===== config.mk =====
export PLATFORM = sky130hd
export DESIGN_NAME = tmc_timer
export DESIGN_NICKNAME = d
export VERILOG_FILES = /design/src/shared/tmc_pkg.sv /design/src/rtl/tmc_timer.sv /design/src/rtl/tmc_pin_sync.sv
export SDC_FILE = /design/constraint.sdc
export NUM_CORES = 1
export LEC_CHECK = 0
export BUFFER_PORTS_ARGS = -buffer_cell sky130_fd_sc_hd__buf_2
export CAP_MARGIN = 10
export CORE_MARGIN = 2
export CORE_UTILIZATION = 45
export DETAILED_ROUTE_END_ITERATION = 12
export PLACE_DENSITY_LB_ADDON = 0.12
export SLEW_MARGIN = 10
export SYNTH_ARGS = -nofsm -noshare
export SYNTH_HDL_FRONTEND = slang
export SYNTH_SLANG_ARGS = --single-unit

===== constraint.sdc =====
create_clock -name i_clk_sys -period 6.1 [get_ports i_clk_sys]
set_input_delay 0.305 -clock i_clk_sys [delete_from_list [all_inputs] [get_ports i_clk_sys]]
set_output_delay 0.305 -clock i_clk_sys [all_outputs]
set_load 0.05 [all_outputs]

===== src/shared/tmc_pkg.sv =====
// Shared constants for the sixteen-bit timer/counter block
package tmc_pkg;

    // Printed register indices; the byte address is four times the index
    localparam logic [7:0]  IDX_PERIPHERAL_FLAG_REG   = 8'h0c;
    localparam logic [7:0]  IDX_COUNT_LOW_BYTE        = 8'h0e;
    localparam logic [7:0]  IDX_COUNT_HIGH_BYTE       = 8'h0f;
    localparam logic [7:0]  IDX_TIMER_ONE_CONTROL     = 8'h10;
    localparam logic [7:0]  IDX_PERIPHERAL_ENABLE_REG = 8'h8c;
    localparam int          APB_ADDR_W                = 12;

    // Control register field positions
    localparam int          CTL_TIMER_ON_BIT          = 0;
    localparam int          CTL_CLOCK_SOURCE_SELECT   = 1;
    localparam int          CTL_SYNC_DISABLE_BIT      = 2;
    localparam int          CTL_OSC_ENABLE_BIT        = 3;
    localparam int          CTL_PRESCALE_LSB          = 4;
    localparam int          CTL_PRESCALE_MSB          = 5;
    localparam int          CTL_W                     = 6;

    // Flag and enable register field positions
    localparam int          OVERFLOW_FLAG_BIT         = 0;
    localparam int          OVERFLOW_IRQ_ENABLE_BIT   = 0;

    // Values after power-on reset
    localparam logic [5:0]  CTL_RESET                 = 6'h00;
    localparam logic        FLAG_RESET                = 1'b0;
    localparam logic        ENABLE_RESET              = 1'b0;

    // Count limits and prescaler size
    localparam logic [15:0] COUNT_ALL_ONES            = 16'hffff;
    localparam logic [15:0] COUNT_ZERO                = 16'h0000;
    localparam int          PRESCALE_W                = 3;
    localparam logic [2:0]  PRESCALE_RESET            = 3'h0;

    // Synchroniser depth for pin inputs
    localparam int          SYNC_STAGES               = 2;

    // Internal phase clocks, Gray coded; one instruction cycle is four phases
    typedef enum logic [1:0] {
        PH_Q1 = 2'b00,
        PH_Q2 = 2'b01,
        PH_Q3 = 2'b11,
        PH_Q4 = 2'b10
    } tmc_phase_t;

endpackage


===== src/rtl/tmc_timer.sv =====
// Sixteen-bit timer/counter with prescaler, pin synchronisation and APB registers
`timescale 1ns/1ns
module tmc_timer
    import tmc_pkg::*;
(
    input  wire logic                  i_clk_sys,
    input  wire logic                  i_rst_n,
    input  wire logic                  i_ce,
    // APB slave
    input  wire logic                  i_psel,
    input  wire logic                  i_penable,
    input  wire logic                  i_pwrite,
    input  wire logic [APB_ADDR_W-1:0] i_paddr,
    input  wire logic [31:0]           i_pwdata,
    output logic      [31:0]           o_prdata,
    output logic                       o_pready,
    output logic                       o_pslverr,
    // Pins and system
    input  wire logic                  i_ext_clock_pin,
    input  wire logic                  i_osc_input_pin,
    input  wire logic                  i_sleep,
    input  wire logic                  i_special_event,
    output logic                       o_osc_run,
    output logic                       o_pins_as_inputs,
    output logic                       o_osc_output_pin,
    output logic                       o_osc_output_pin_oe_n,
    output logic                       o_overflow_irq,
    output logic                       o_wake,
    output logic                       o_timebase_valid,
    output logic      [15:0]           o_count
);

    ////////////////////////////////////////////////////////////////////////
    // Declarations

    logic [CTL_W-1:0]      ctrl;
    logic [15:0]           count;
    logic                  overflow_flag;
    logic                  overflow_irq_enable;
    logic [PRESCALE_W-1:0] prescale_cnt;
    logic [1:0]            pin_sync;
    logic                  src_prev;
    logic                  smp_level;
    tmc_phase_t            phase;
    tmc_phase_t            next_phase;

    logic                  timer_on_bit;
    logic                  clock_source_select;
    logic                  sync_disable_bit;
    logic                  osc_enable_bit;
    logic [1:0]            prescale_select;
    logic                  async_mode;
    logic                  src_level;
    logic                  pin_rise;
    logic                  inst_tick;
    logic                  src_event;
    logic [PRESCALE_W-1:0] ps_mask;
    logic                  ps_pulse;
    logic                  ps_level;
    logic                  sample_now;
    logic                  sync_inc;
    logic                  inc;
    logic                  wr_access;
    logic                  wr_low;
    logic                  wr_high;
    logic                  wr_count;
    logic                  special_clear;
    logic                  overflow_set;
    logic                  addr_mapped;
    logic [31:0]           next_prdata;

    ////////////////////////////////////////////////////////////////////////
    // Helper functions

    // Address decode, used by both read and write paths
    function automatic logic reg_hit(input logic [APB_ADDR_W-1:0] addr,
                                     input logic [7:0]            idx);
        reg_hit = (addr == {2'b00, idx, 2'b00});
    endfunction

    // Level of the selected prescaler stage; 1:1 passes the source through
    function automatic logic stage_level(input logic [1:0]            sel,
                                         input logic [PRESCALE_W-1:0] cnt,
                                         input logic                  src);
        unique case (sel)
            2'b00: stage_level = src;
            2'b01: stage_level = cnt[0];
            2'b10: stage_level = cnt[1];
            2'b11: stage_level = cnt[2];
        endcase
    endfunction

    ////////////////////////////////////////////////////////////////////////
    // Control field views

    assign timer_on_bit        = ctrl[CTL_TIMER_ON_BIT];
    assign clock_source_select = ctrl[CTL_CLOCK_SOURCE_SELECT];
    assign sync_disable_bit    = ctrl[CTL_SYNC_DISABLE_BIT];
    assign osc_enable_bit      = ctrl[CTL_OSC_ENABLE_BIT];
    assign prescale_select     = ctrl[CTL_PRESCALE_MSB:CTL_PRESCALE_LSB];
    // Sync bit only matters in counter mode
    assign async_mode          = clock_source_select & sync_disable_bit;

    ////////////////////////////////////////////////////////////////////////
    // Pin synchronisation and source selection

    // Both pins are asynchronous to the system clock
    tmc_pin_sync #(
        .WIDTH (2)
    ) u_pin_sync (
        .i_clk_sys (i_clk_sys),
        .i_rst_n   (i_rst_n),
        .i_ce      (i_ce),
        .i_async   ({i_osc_input_pin, i_ext_clock_pin}),
        .o_sync    (pin_sync)
    );

    // Oscillator pin when the oscillator runs, external pin otherwise
    assign src_level = osc_enable_bit ? pin_sync[1] : pin_sync[0];
    assign pin_rise  = src_level & ~src_prev;

    // Previous source level for rising edge detection
    always_ff @(posedge i_clk_sys) begin
        if (!i_rst_n) begin
            src_prev <= 1'b0;
        end else if (i_ce) begin
            src_prev <= src_level;
        end
    end

    ////////////////////////////////////////////////////////////////////////
    // Internal phase clocks Q1..Q4

    always_comb begin
        unique case (phase)
            PH_Q1: next_phase = PH_Q2;
            PH_Q2: next_phase = PH_Q3;
            PH_Q3: next_phase = PH_Q4;
            PH_Q4: next_phase = PH_Q1;
            default: next_phase = PH_Q1;
        endcase
    end

    // Phase clocks stop in sleep, as the core clock does
    always_ff @(posedge i_clk_sys) begin
        if (!i_rst_n) begin
            phase <= PH_Q1;
        end else if (i_ce && !i_sleep) begin
            phase <= next_phase;
        end
    end

    // One tick per instruction cycle, at the end of Q4
    assign inst_tick = (phase == PH_Q4) & ~i_sleep;

    ////////////////////////////////////////////////////////////////////////
    // Prescaler

    // Timer mode counts instruction ticks, counter mode counts pin edges
    assign src_event = timer_on_bit
                     & (clock_source_select ? pin_rise : inst_tick);

    always_comb begin
        unique case (prescale_select)
            2'b00: ps_mask = 3'h0;
            2'b01: ps_mask = 3'h1;
            2'b10: ps_mask = 3'h3;
            2'b11: ps_mask = 3'h7;
        endcase
    end

    // Edge count that completes the selected ratio
    assign ps_pulse = src_event & ((prescale_cnt & ps_mask) == ps_mask);
    // Symmetric prescaler output level seen by the synchroniser
    assign ps_level = stage_level(prescale_select, prescale_cnt, src_level);

    // Keeps counting edges in sleep; count writes clear it
    always_ff @(posedge i_clk_sys) begin
        if (!i_rst_n) begin
            prescale_cnt <= PRESCALE_RESET;
        end else if (i_ce) begin
            if (wr_count) begin
                prescale_cnt <= PRESCALE_RESET;
            end else if (src_event) begin
                prescale_cnt <= prescale_cnt + 3'h1;
            end
        end
    end

    ////////////////////////////////////////////////////////////////////////
    // Synchroniser after the prescaler

    // Sampling happens on Q2 and Q4 only, and is shut off in sleep
    assign sample_now = ((phase == PH_Q2) | (phase == PH_Q4)) & ~i_sleep;
    assign sync_inc   = sample_now & ps_level & ~smp_level;

    always_ff @(posedge i_clk_sys) begin
        if (!i_rst_n) begin
            smp_level <= 1'b0;
        end else if (i_ce && sample_now) begin
            smp_level <= ps_level;
        end
    end

    // Unsynchronised mode bumps on the prescaler pulse, even in sleep
    always_comb begin
        if (!timer_on_bit) begin
            inc = 1'b0;
        end else if (!clock_source_select || async_mode) begin
            inc = ps_pulse;
        end else begin
            inc = sync_inc;
        end
    end

    ////////////////////////////////////////////////////////////////////////
    // Register writes

    assign wr_access = i_psel & i_penable & i_pwrite & i_ce;
    assign wr_low    = wr_access & reg_hit(i_paddr, IDX_COUNT_LOW_BYTE);
    assign wr_high   = wr_access & reg_hit(i_paddr, IDX_COUNT_HIGH_BYTE);
    assign wr_count  = wr_low | wr_high;

    // Trigger clear may fail in async mode, so it is simply ignored there
    assign special_clear = i_special_event & ~async_mode & ~wr_count;

    // Overflow only from a real increment, never from a clear
    assign overflow_set = inc & ~wr_count & ~special_clear
                        & (count == COUNT_ALL_ONES);

    // Control register, cleared only by power-on reset
    always_ff @(posedge i_clk_sys) begin
        if (!i_rst_n) begin
            ctrl <= CTL_RESET;
        end else if (wr_access && reg_hit(i_paddr, IDX_TIMER_ONE_CONTROL)) begin
            ctrl <= i_pwdata[CTL_W-1:0];
        end
    end

    // Count has no reset; a write beats both clear and increment
    always_ff @(posedge i_clk_sys) begin
        if (i_ce) begin
            if (wr_count) begin
                if (wr_low) begin
                    count[7:0] <= i_pwdata[7:0];
                end
                if (wr_high) begin
                    count[15:8] <= i_pwdata[7:0];
                end
            end else if (special_clear) begin
                count <= COUNT_ZERO;
            end else if (inc) begin
                count <= count + 16'h0001;
            end
        end
    end

    // Sticky flag; a set in the same cycle as a clear wins
    always_ff @(posedge i_clk_sys) begin
        if (!i_rst_n) begin
            overflow_flag <= FLAG_RESET;
        end else if (i_ce) begin
            if (wr_access && reg_hit(i_paddr, IDX_PERIPHERAL_FLAG_REG)) begin
                overflow_flag <= i_pwdata[OVERFLOW_FLAG_BIT] | overflow_set;
            end else if (overflow_set) begin
                overflow_flag <= 1'b1;
            end
        end
    end

    // Interrupt enable bit
    always_ff @(posedge i_clk_sys) begin
        if (!i_rst_n) begin
            overflow_irq_enable <= ENABLE_RESET;
        end else if (wr_access && reg_hit(i_paddr, IDX_PERIPHERAL_ENABLE_REG)) begin
            overflow_irq_enable <= i_pwdata[OVERFLOW_IRQ_ENABLE_BIT];
        end
    end

    ////////////////////////////////////////////////////////////////////////
    // Register reads

    assign addr_mapped = reg_hit(i_paddr, IDX_COUNT_LOW_BYTE)
                       | reg_hit(i_paddr, IDX_COUNT_HIGH_BYTE)
                       | reg_hit(i_paddr, IDX_TIMER_ONE_CONTROL)
                       | reg_hit(i_paddr, IDX_PERIPHERAL_FLAG_REG)
                       | reg_hit(i_paddr, IDX_PERIPHERAL_ENABLE_REG);

    // Byte taken from the clocked count, so it is never torn
    always_comb begin
        next_prdata = 32'h0000_0000;
        if (reg_hit(i_paddr, IDX_COUNT_LOW_BYTE)) begin
            next_prdata[7:0] = count[7:0];
        end else if (reg_hit(i_paddr, IDX_COUNT_HIGH_BYTE)) begin
            next_prdata[7:0] = count[15:8];
        end else if (reg_hit(i_paddr, IDX_TIMER_ONE_CONTROL)) begin
            next_prdata[CTL_W-1:0] = ctrl;
        end else if (reg_hit(i_paddr, IDX_PERIPHERAL_FLAG_REG)) begin
            next_prdata[OVERFLOW_FLAG_BIT] = overflow_flag;
        end else if (reg_hit(i_paddr, IDX_PERIPHERAL_ENABLE_REG)) begin
            next_prdata[OVERFLOW_IRQ_ENABLE_BIT] = overflow_irq_enable;
        end
    end

    // Read data captured in the setup cycle, held through the access
    always_ff @(posedge i_clk_sys) begin
        if (!i_rst_n) begin
            o_prdata <= 32'h0000_0000;
        end else if (i_ce && i_psel && !i_penable) begin
            o_prdata <= next_prdata;
        end
    end

    // Zero wait states while the clock enable is high
    assign o_pready  = i_psel & i_penable & i_ce;
    assign o_pslverr = i_psel & i_penable & i_ce & ~addr_mapped;

    ////////////////////////////////////////////////////////////////////////
    // Outputs

    // Oscillator stays on in sleep; pins switch to input duty
    assign o_osc_run             = osc_enable_bit;
    assign o_pins_as_inputs      = osc_enable_bit;
    assign o_osc_output_pin      = 1'b0;
    assign o_osc_output_pin_oe_n = 1'b1;

    assign o_overflow_irq   = overflow_flag & overflow_irq_enable;
    // Only the unsynchronised counter can still overflow in sleep
    assign o_wake           = o_overflow_irq & i_sleep & async_mode;
    assign o_timebase_valid = ~async_mode;
    assign o_count          = count;

endmodule


===== src/rtl/tmc_pin_sync.sv =====
// Two-flop synchroniser for asynchronous pin inputs
`timescale 1ns/1ns
module tmc_pin_sync
    import tmc_pkg::*;
#(
    parameter int WIDTH = 2
) (
    input  wire logic             i_clk_sys,
    input  wire logic             i_rst_n,
    input  wire logic             i_ce,
    input  wire logic [WIDTH-1:0] i_async,
    output logic      [WIDTH-1:0] o_sync
);

    logic [WIDTH-1:0] meta;

    // First stage feeds only the second stage
    genvar g;
    generate
        for (g = 0; g < WIDTH; g++) begin : g_bit
            always_ff @(posedge i_clk_sys) begin
                if (!i_rst_n) begin
                    meta[g]   <= 1'b0;
                    o_sync[g] <= 1'b0;
                end else if (i_ce) begin
                    meta[g]   <= i_async[g];
                    o_sync[g] <= meta[g];
                end
            end
        end
    endgenerate

endmodule


==> results.json <==
{
  "cts.sinks": 43,
  "io_buffers": 60,
  "synth_flop_cell": "dfxtp_1",
  "status": "finished clean",
  "drc": 0,
  "grt_pass1_vias": 1998,
  "hp-start": "i_osc_input_pin",
  "reg2reg_to": "o_count[4]",
  "max_slew_margin_pct": 47.2,
  "synth_seq_area_share_pct": 37.9,
  "required_ns": 6.02,
  "ys_seq_elements": 43,
  "max_freq_mhz": 341,
  "cts_tree": "built",
  "rsz0062_at_grt": "no",
  "htree_levels": 2,
  "routed_via_density": 5.21,
  "critical-path-top-delay-family": "simple AND/OR/NAND/NOR gates",
  "min_period_over_period_pct": 48.1,
  "grt_max_degree": 27,
  "min_to": "u_pin_sync.meta[1]",
  "cts_hold_buf": 0,
  "grt_pass1_wl_um": 9670,
  "synthDominantCellAreaShare_pct": 20.1,
  "tightest_slew_ns": 0.789,
  "worstRegToRegCells": 6,
  "cellLeakagePower_nw": 1.29,
  "syn_area_per_cell_um2": 9.04,
  "maxCapViolations": 0,
  "vias": 2224,
  "pwr_density_cell_mw_per_mm2": 200,
  "gp_congestion": 0.802,
  "diodes": 0,
  "routed_wirelength_um": 6210,
  "row_count": 28,
  "period_minus_slack_ns": 2.94,
  "end_kind": "register",
  "worstPathMaxFanout": 20,
  "io_pins": 111,
  "cts_made_buffers": 5,
  "syn_inst": 298,
  "fp.dieH_um": 81.4,
  "crit_arrival_ns": 2.86,
  "syn2layout_area_growth_pct": 11.7,
  "post-route-cell-area_mm2": 0.00301,
  "worst-path-buf-inv": 1,
  "firstDrtPassIters": 5,
  "async_reset_ff_share_pct": 0,
  "path_clk_slew_ns": 0.08,
  "hp-class": "in -> reg",
  "die_w_um": 81.4,
  "worstSetupStartpointType": "input pin",
  "timing.hold.ws_ns": 0.278,
  "yosys.area.top_type": "dfxtp_1",
  "initial_utilization_pct": 46.1,
  "fin_nets": 411,
  "regToRegSetupSlack_ns": 3.54,
  "cts_max_path_buffers": 2,
  "critical-path-slowest-cell": "or4_1",
  "r2r-start": "phase[0]",
  "worstSkewPairLatency_ns": 0.29,
  "synth_commonest_cells": "nand2_1, buf_4, dfxtp_1, o21ai_0, nor2_1",
  "dpl_cell_area_mm2": 0.00293,
  "overflow": 0,
  "hold_viol": 0,
  "crit_chain": "buf_2, or4_1, nor4_4, a21o_1, o221ai_1, nor2_1",
  "layout-drive-gt1-share_pct": 23.3,
  "irDropWorstVdd_v": 0.000129,
  "synth-edff-count": 16,
  "post_cts_buffers": 0,
  "synth_warnings": 0,
  "hold_depth": 3,
  "core_area_mm2": 0.00585,
  "skew_ns": 0.0128,
  "synth_area_mm2": 0.00270,
  "die_area_mm2": 0.00662,
  "power.total_mw": 0.602,
  "ys_types": 53,
  "cts_root_buffer": "clkbuf_8",
  "critPathMaxStageDelay_ns": 0.68,
  "setup_tns_ns": 0,
  "ctsResizeCount": 0,
  "hpwl_um": 4770,
  "antenna_found_initial": 0,
  "yosysMostFrequentCell": "nand2_1",
  "drtAntennaViolNets": 0,
  "finalMaxSlewViolations": 0,
  "grt_usage_pct": 19.4,
  "first_iter_violations": 94,
  "yosys-top-cells-area": "dfxtp_1, edfxtp_1, buf_4",
  "finalSetupViolCount": 0,
  "critical_path_class": "in -> reg",
  "wl_per_cell_um": 14.5
}
## per-layer routing
metal	up-vias	track usage (%)	share of wire, %
met1	1039	26.3	46
met3	6	3.44	6.0
met4	0	5.59	1.4
li1	1113	-	-
met2	66	31.4	46
met5	-	0	0
## cells by family after synthesis
logic type / share of synthesized area [%]
buffers and inverters: 10.4
AND/OR/NAND/NOR: 23.1
AO/OA/AOI/OAI: 11.8
multiplexers: 8.54
other: 0.279
XOR/XNOR: 5.20
adder cells (fa/ha/maj): 2.79
flip-flops: 37.9
## worst min-delay path: stages
cell,delay (ns)
buf_2,0.07
mux2i_1,0.05
nor2b_1,0.09
## area by class of cell
cell class,instances,area (um2)
flip-flops and latches,43,1020
inverters,7,26.3
clock inverters,1,5.00
multi-input cells,234,1480
well taps,75,93.8
clock buffers,7,80.1
fillers,576,2840
repair buffers,60,300
## how the worst max path moves through the flow
| stage | from | end | cells past startpoint |
|---|---|---|---|
| after floorplan | i_paddr[9] | o_count[0] | 7 |
| after global placement | i_paddr[9] | o_count[5] | 6 |
| after detailed placement | i_paddr[9] | o_count[0] | 6 |
| after CTS | i_paddr[9] | o_count[4] | 6 |
| after global routing | i_paddr[9] | o_count[4] | 6 |
| final | i_paddr[9] | o_count[4] | 6 |
## power breakdown
group          internal [mW]  switching, mW
Sequential             0.305        0.00681
Combinational         0.0266         0.0850
Clock                 0.0849         0.0934
## through the flow
step           setup slack (ns)  utilization [%]  instances
5_1_grt                    3.00             51.5        427
4_1_cts                    3.11             51.5        427
2_1_floorplan              3.66                -        322
6_report                   3.16             51.5        427
3_3_place_gp               2.76             50.0        419
3_5_place_dp               2.82             50.0        419
## registers in the layout, summed over array words and instances, names as in the netlist
name                 flops
overflow_flag            1
ctrl                     6
smp_level                1
src_prev                 1
o_count                 16
u_pin_sync.meta          2
phase                    2
overflow_irq_enable      1
o_prdata                 8
u_pin_sync.o_sync        2
prescale_cnt             3
## placed cells by master (no fill, tap or decap), types with 9 or more instances in the layout
cell type,instances
nor2_1,21
conb_1,26
nand2_1,31
dfxtp_1,27
buf_2,60
edfxtp_1,16
nor2b_1,13
nand3_1,10
o21ai_0,27
mux2i_1,14
xor2_1,9
No activity file was read; power rests on OpenSTA's default activity.
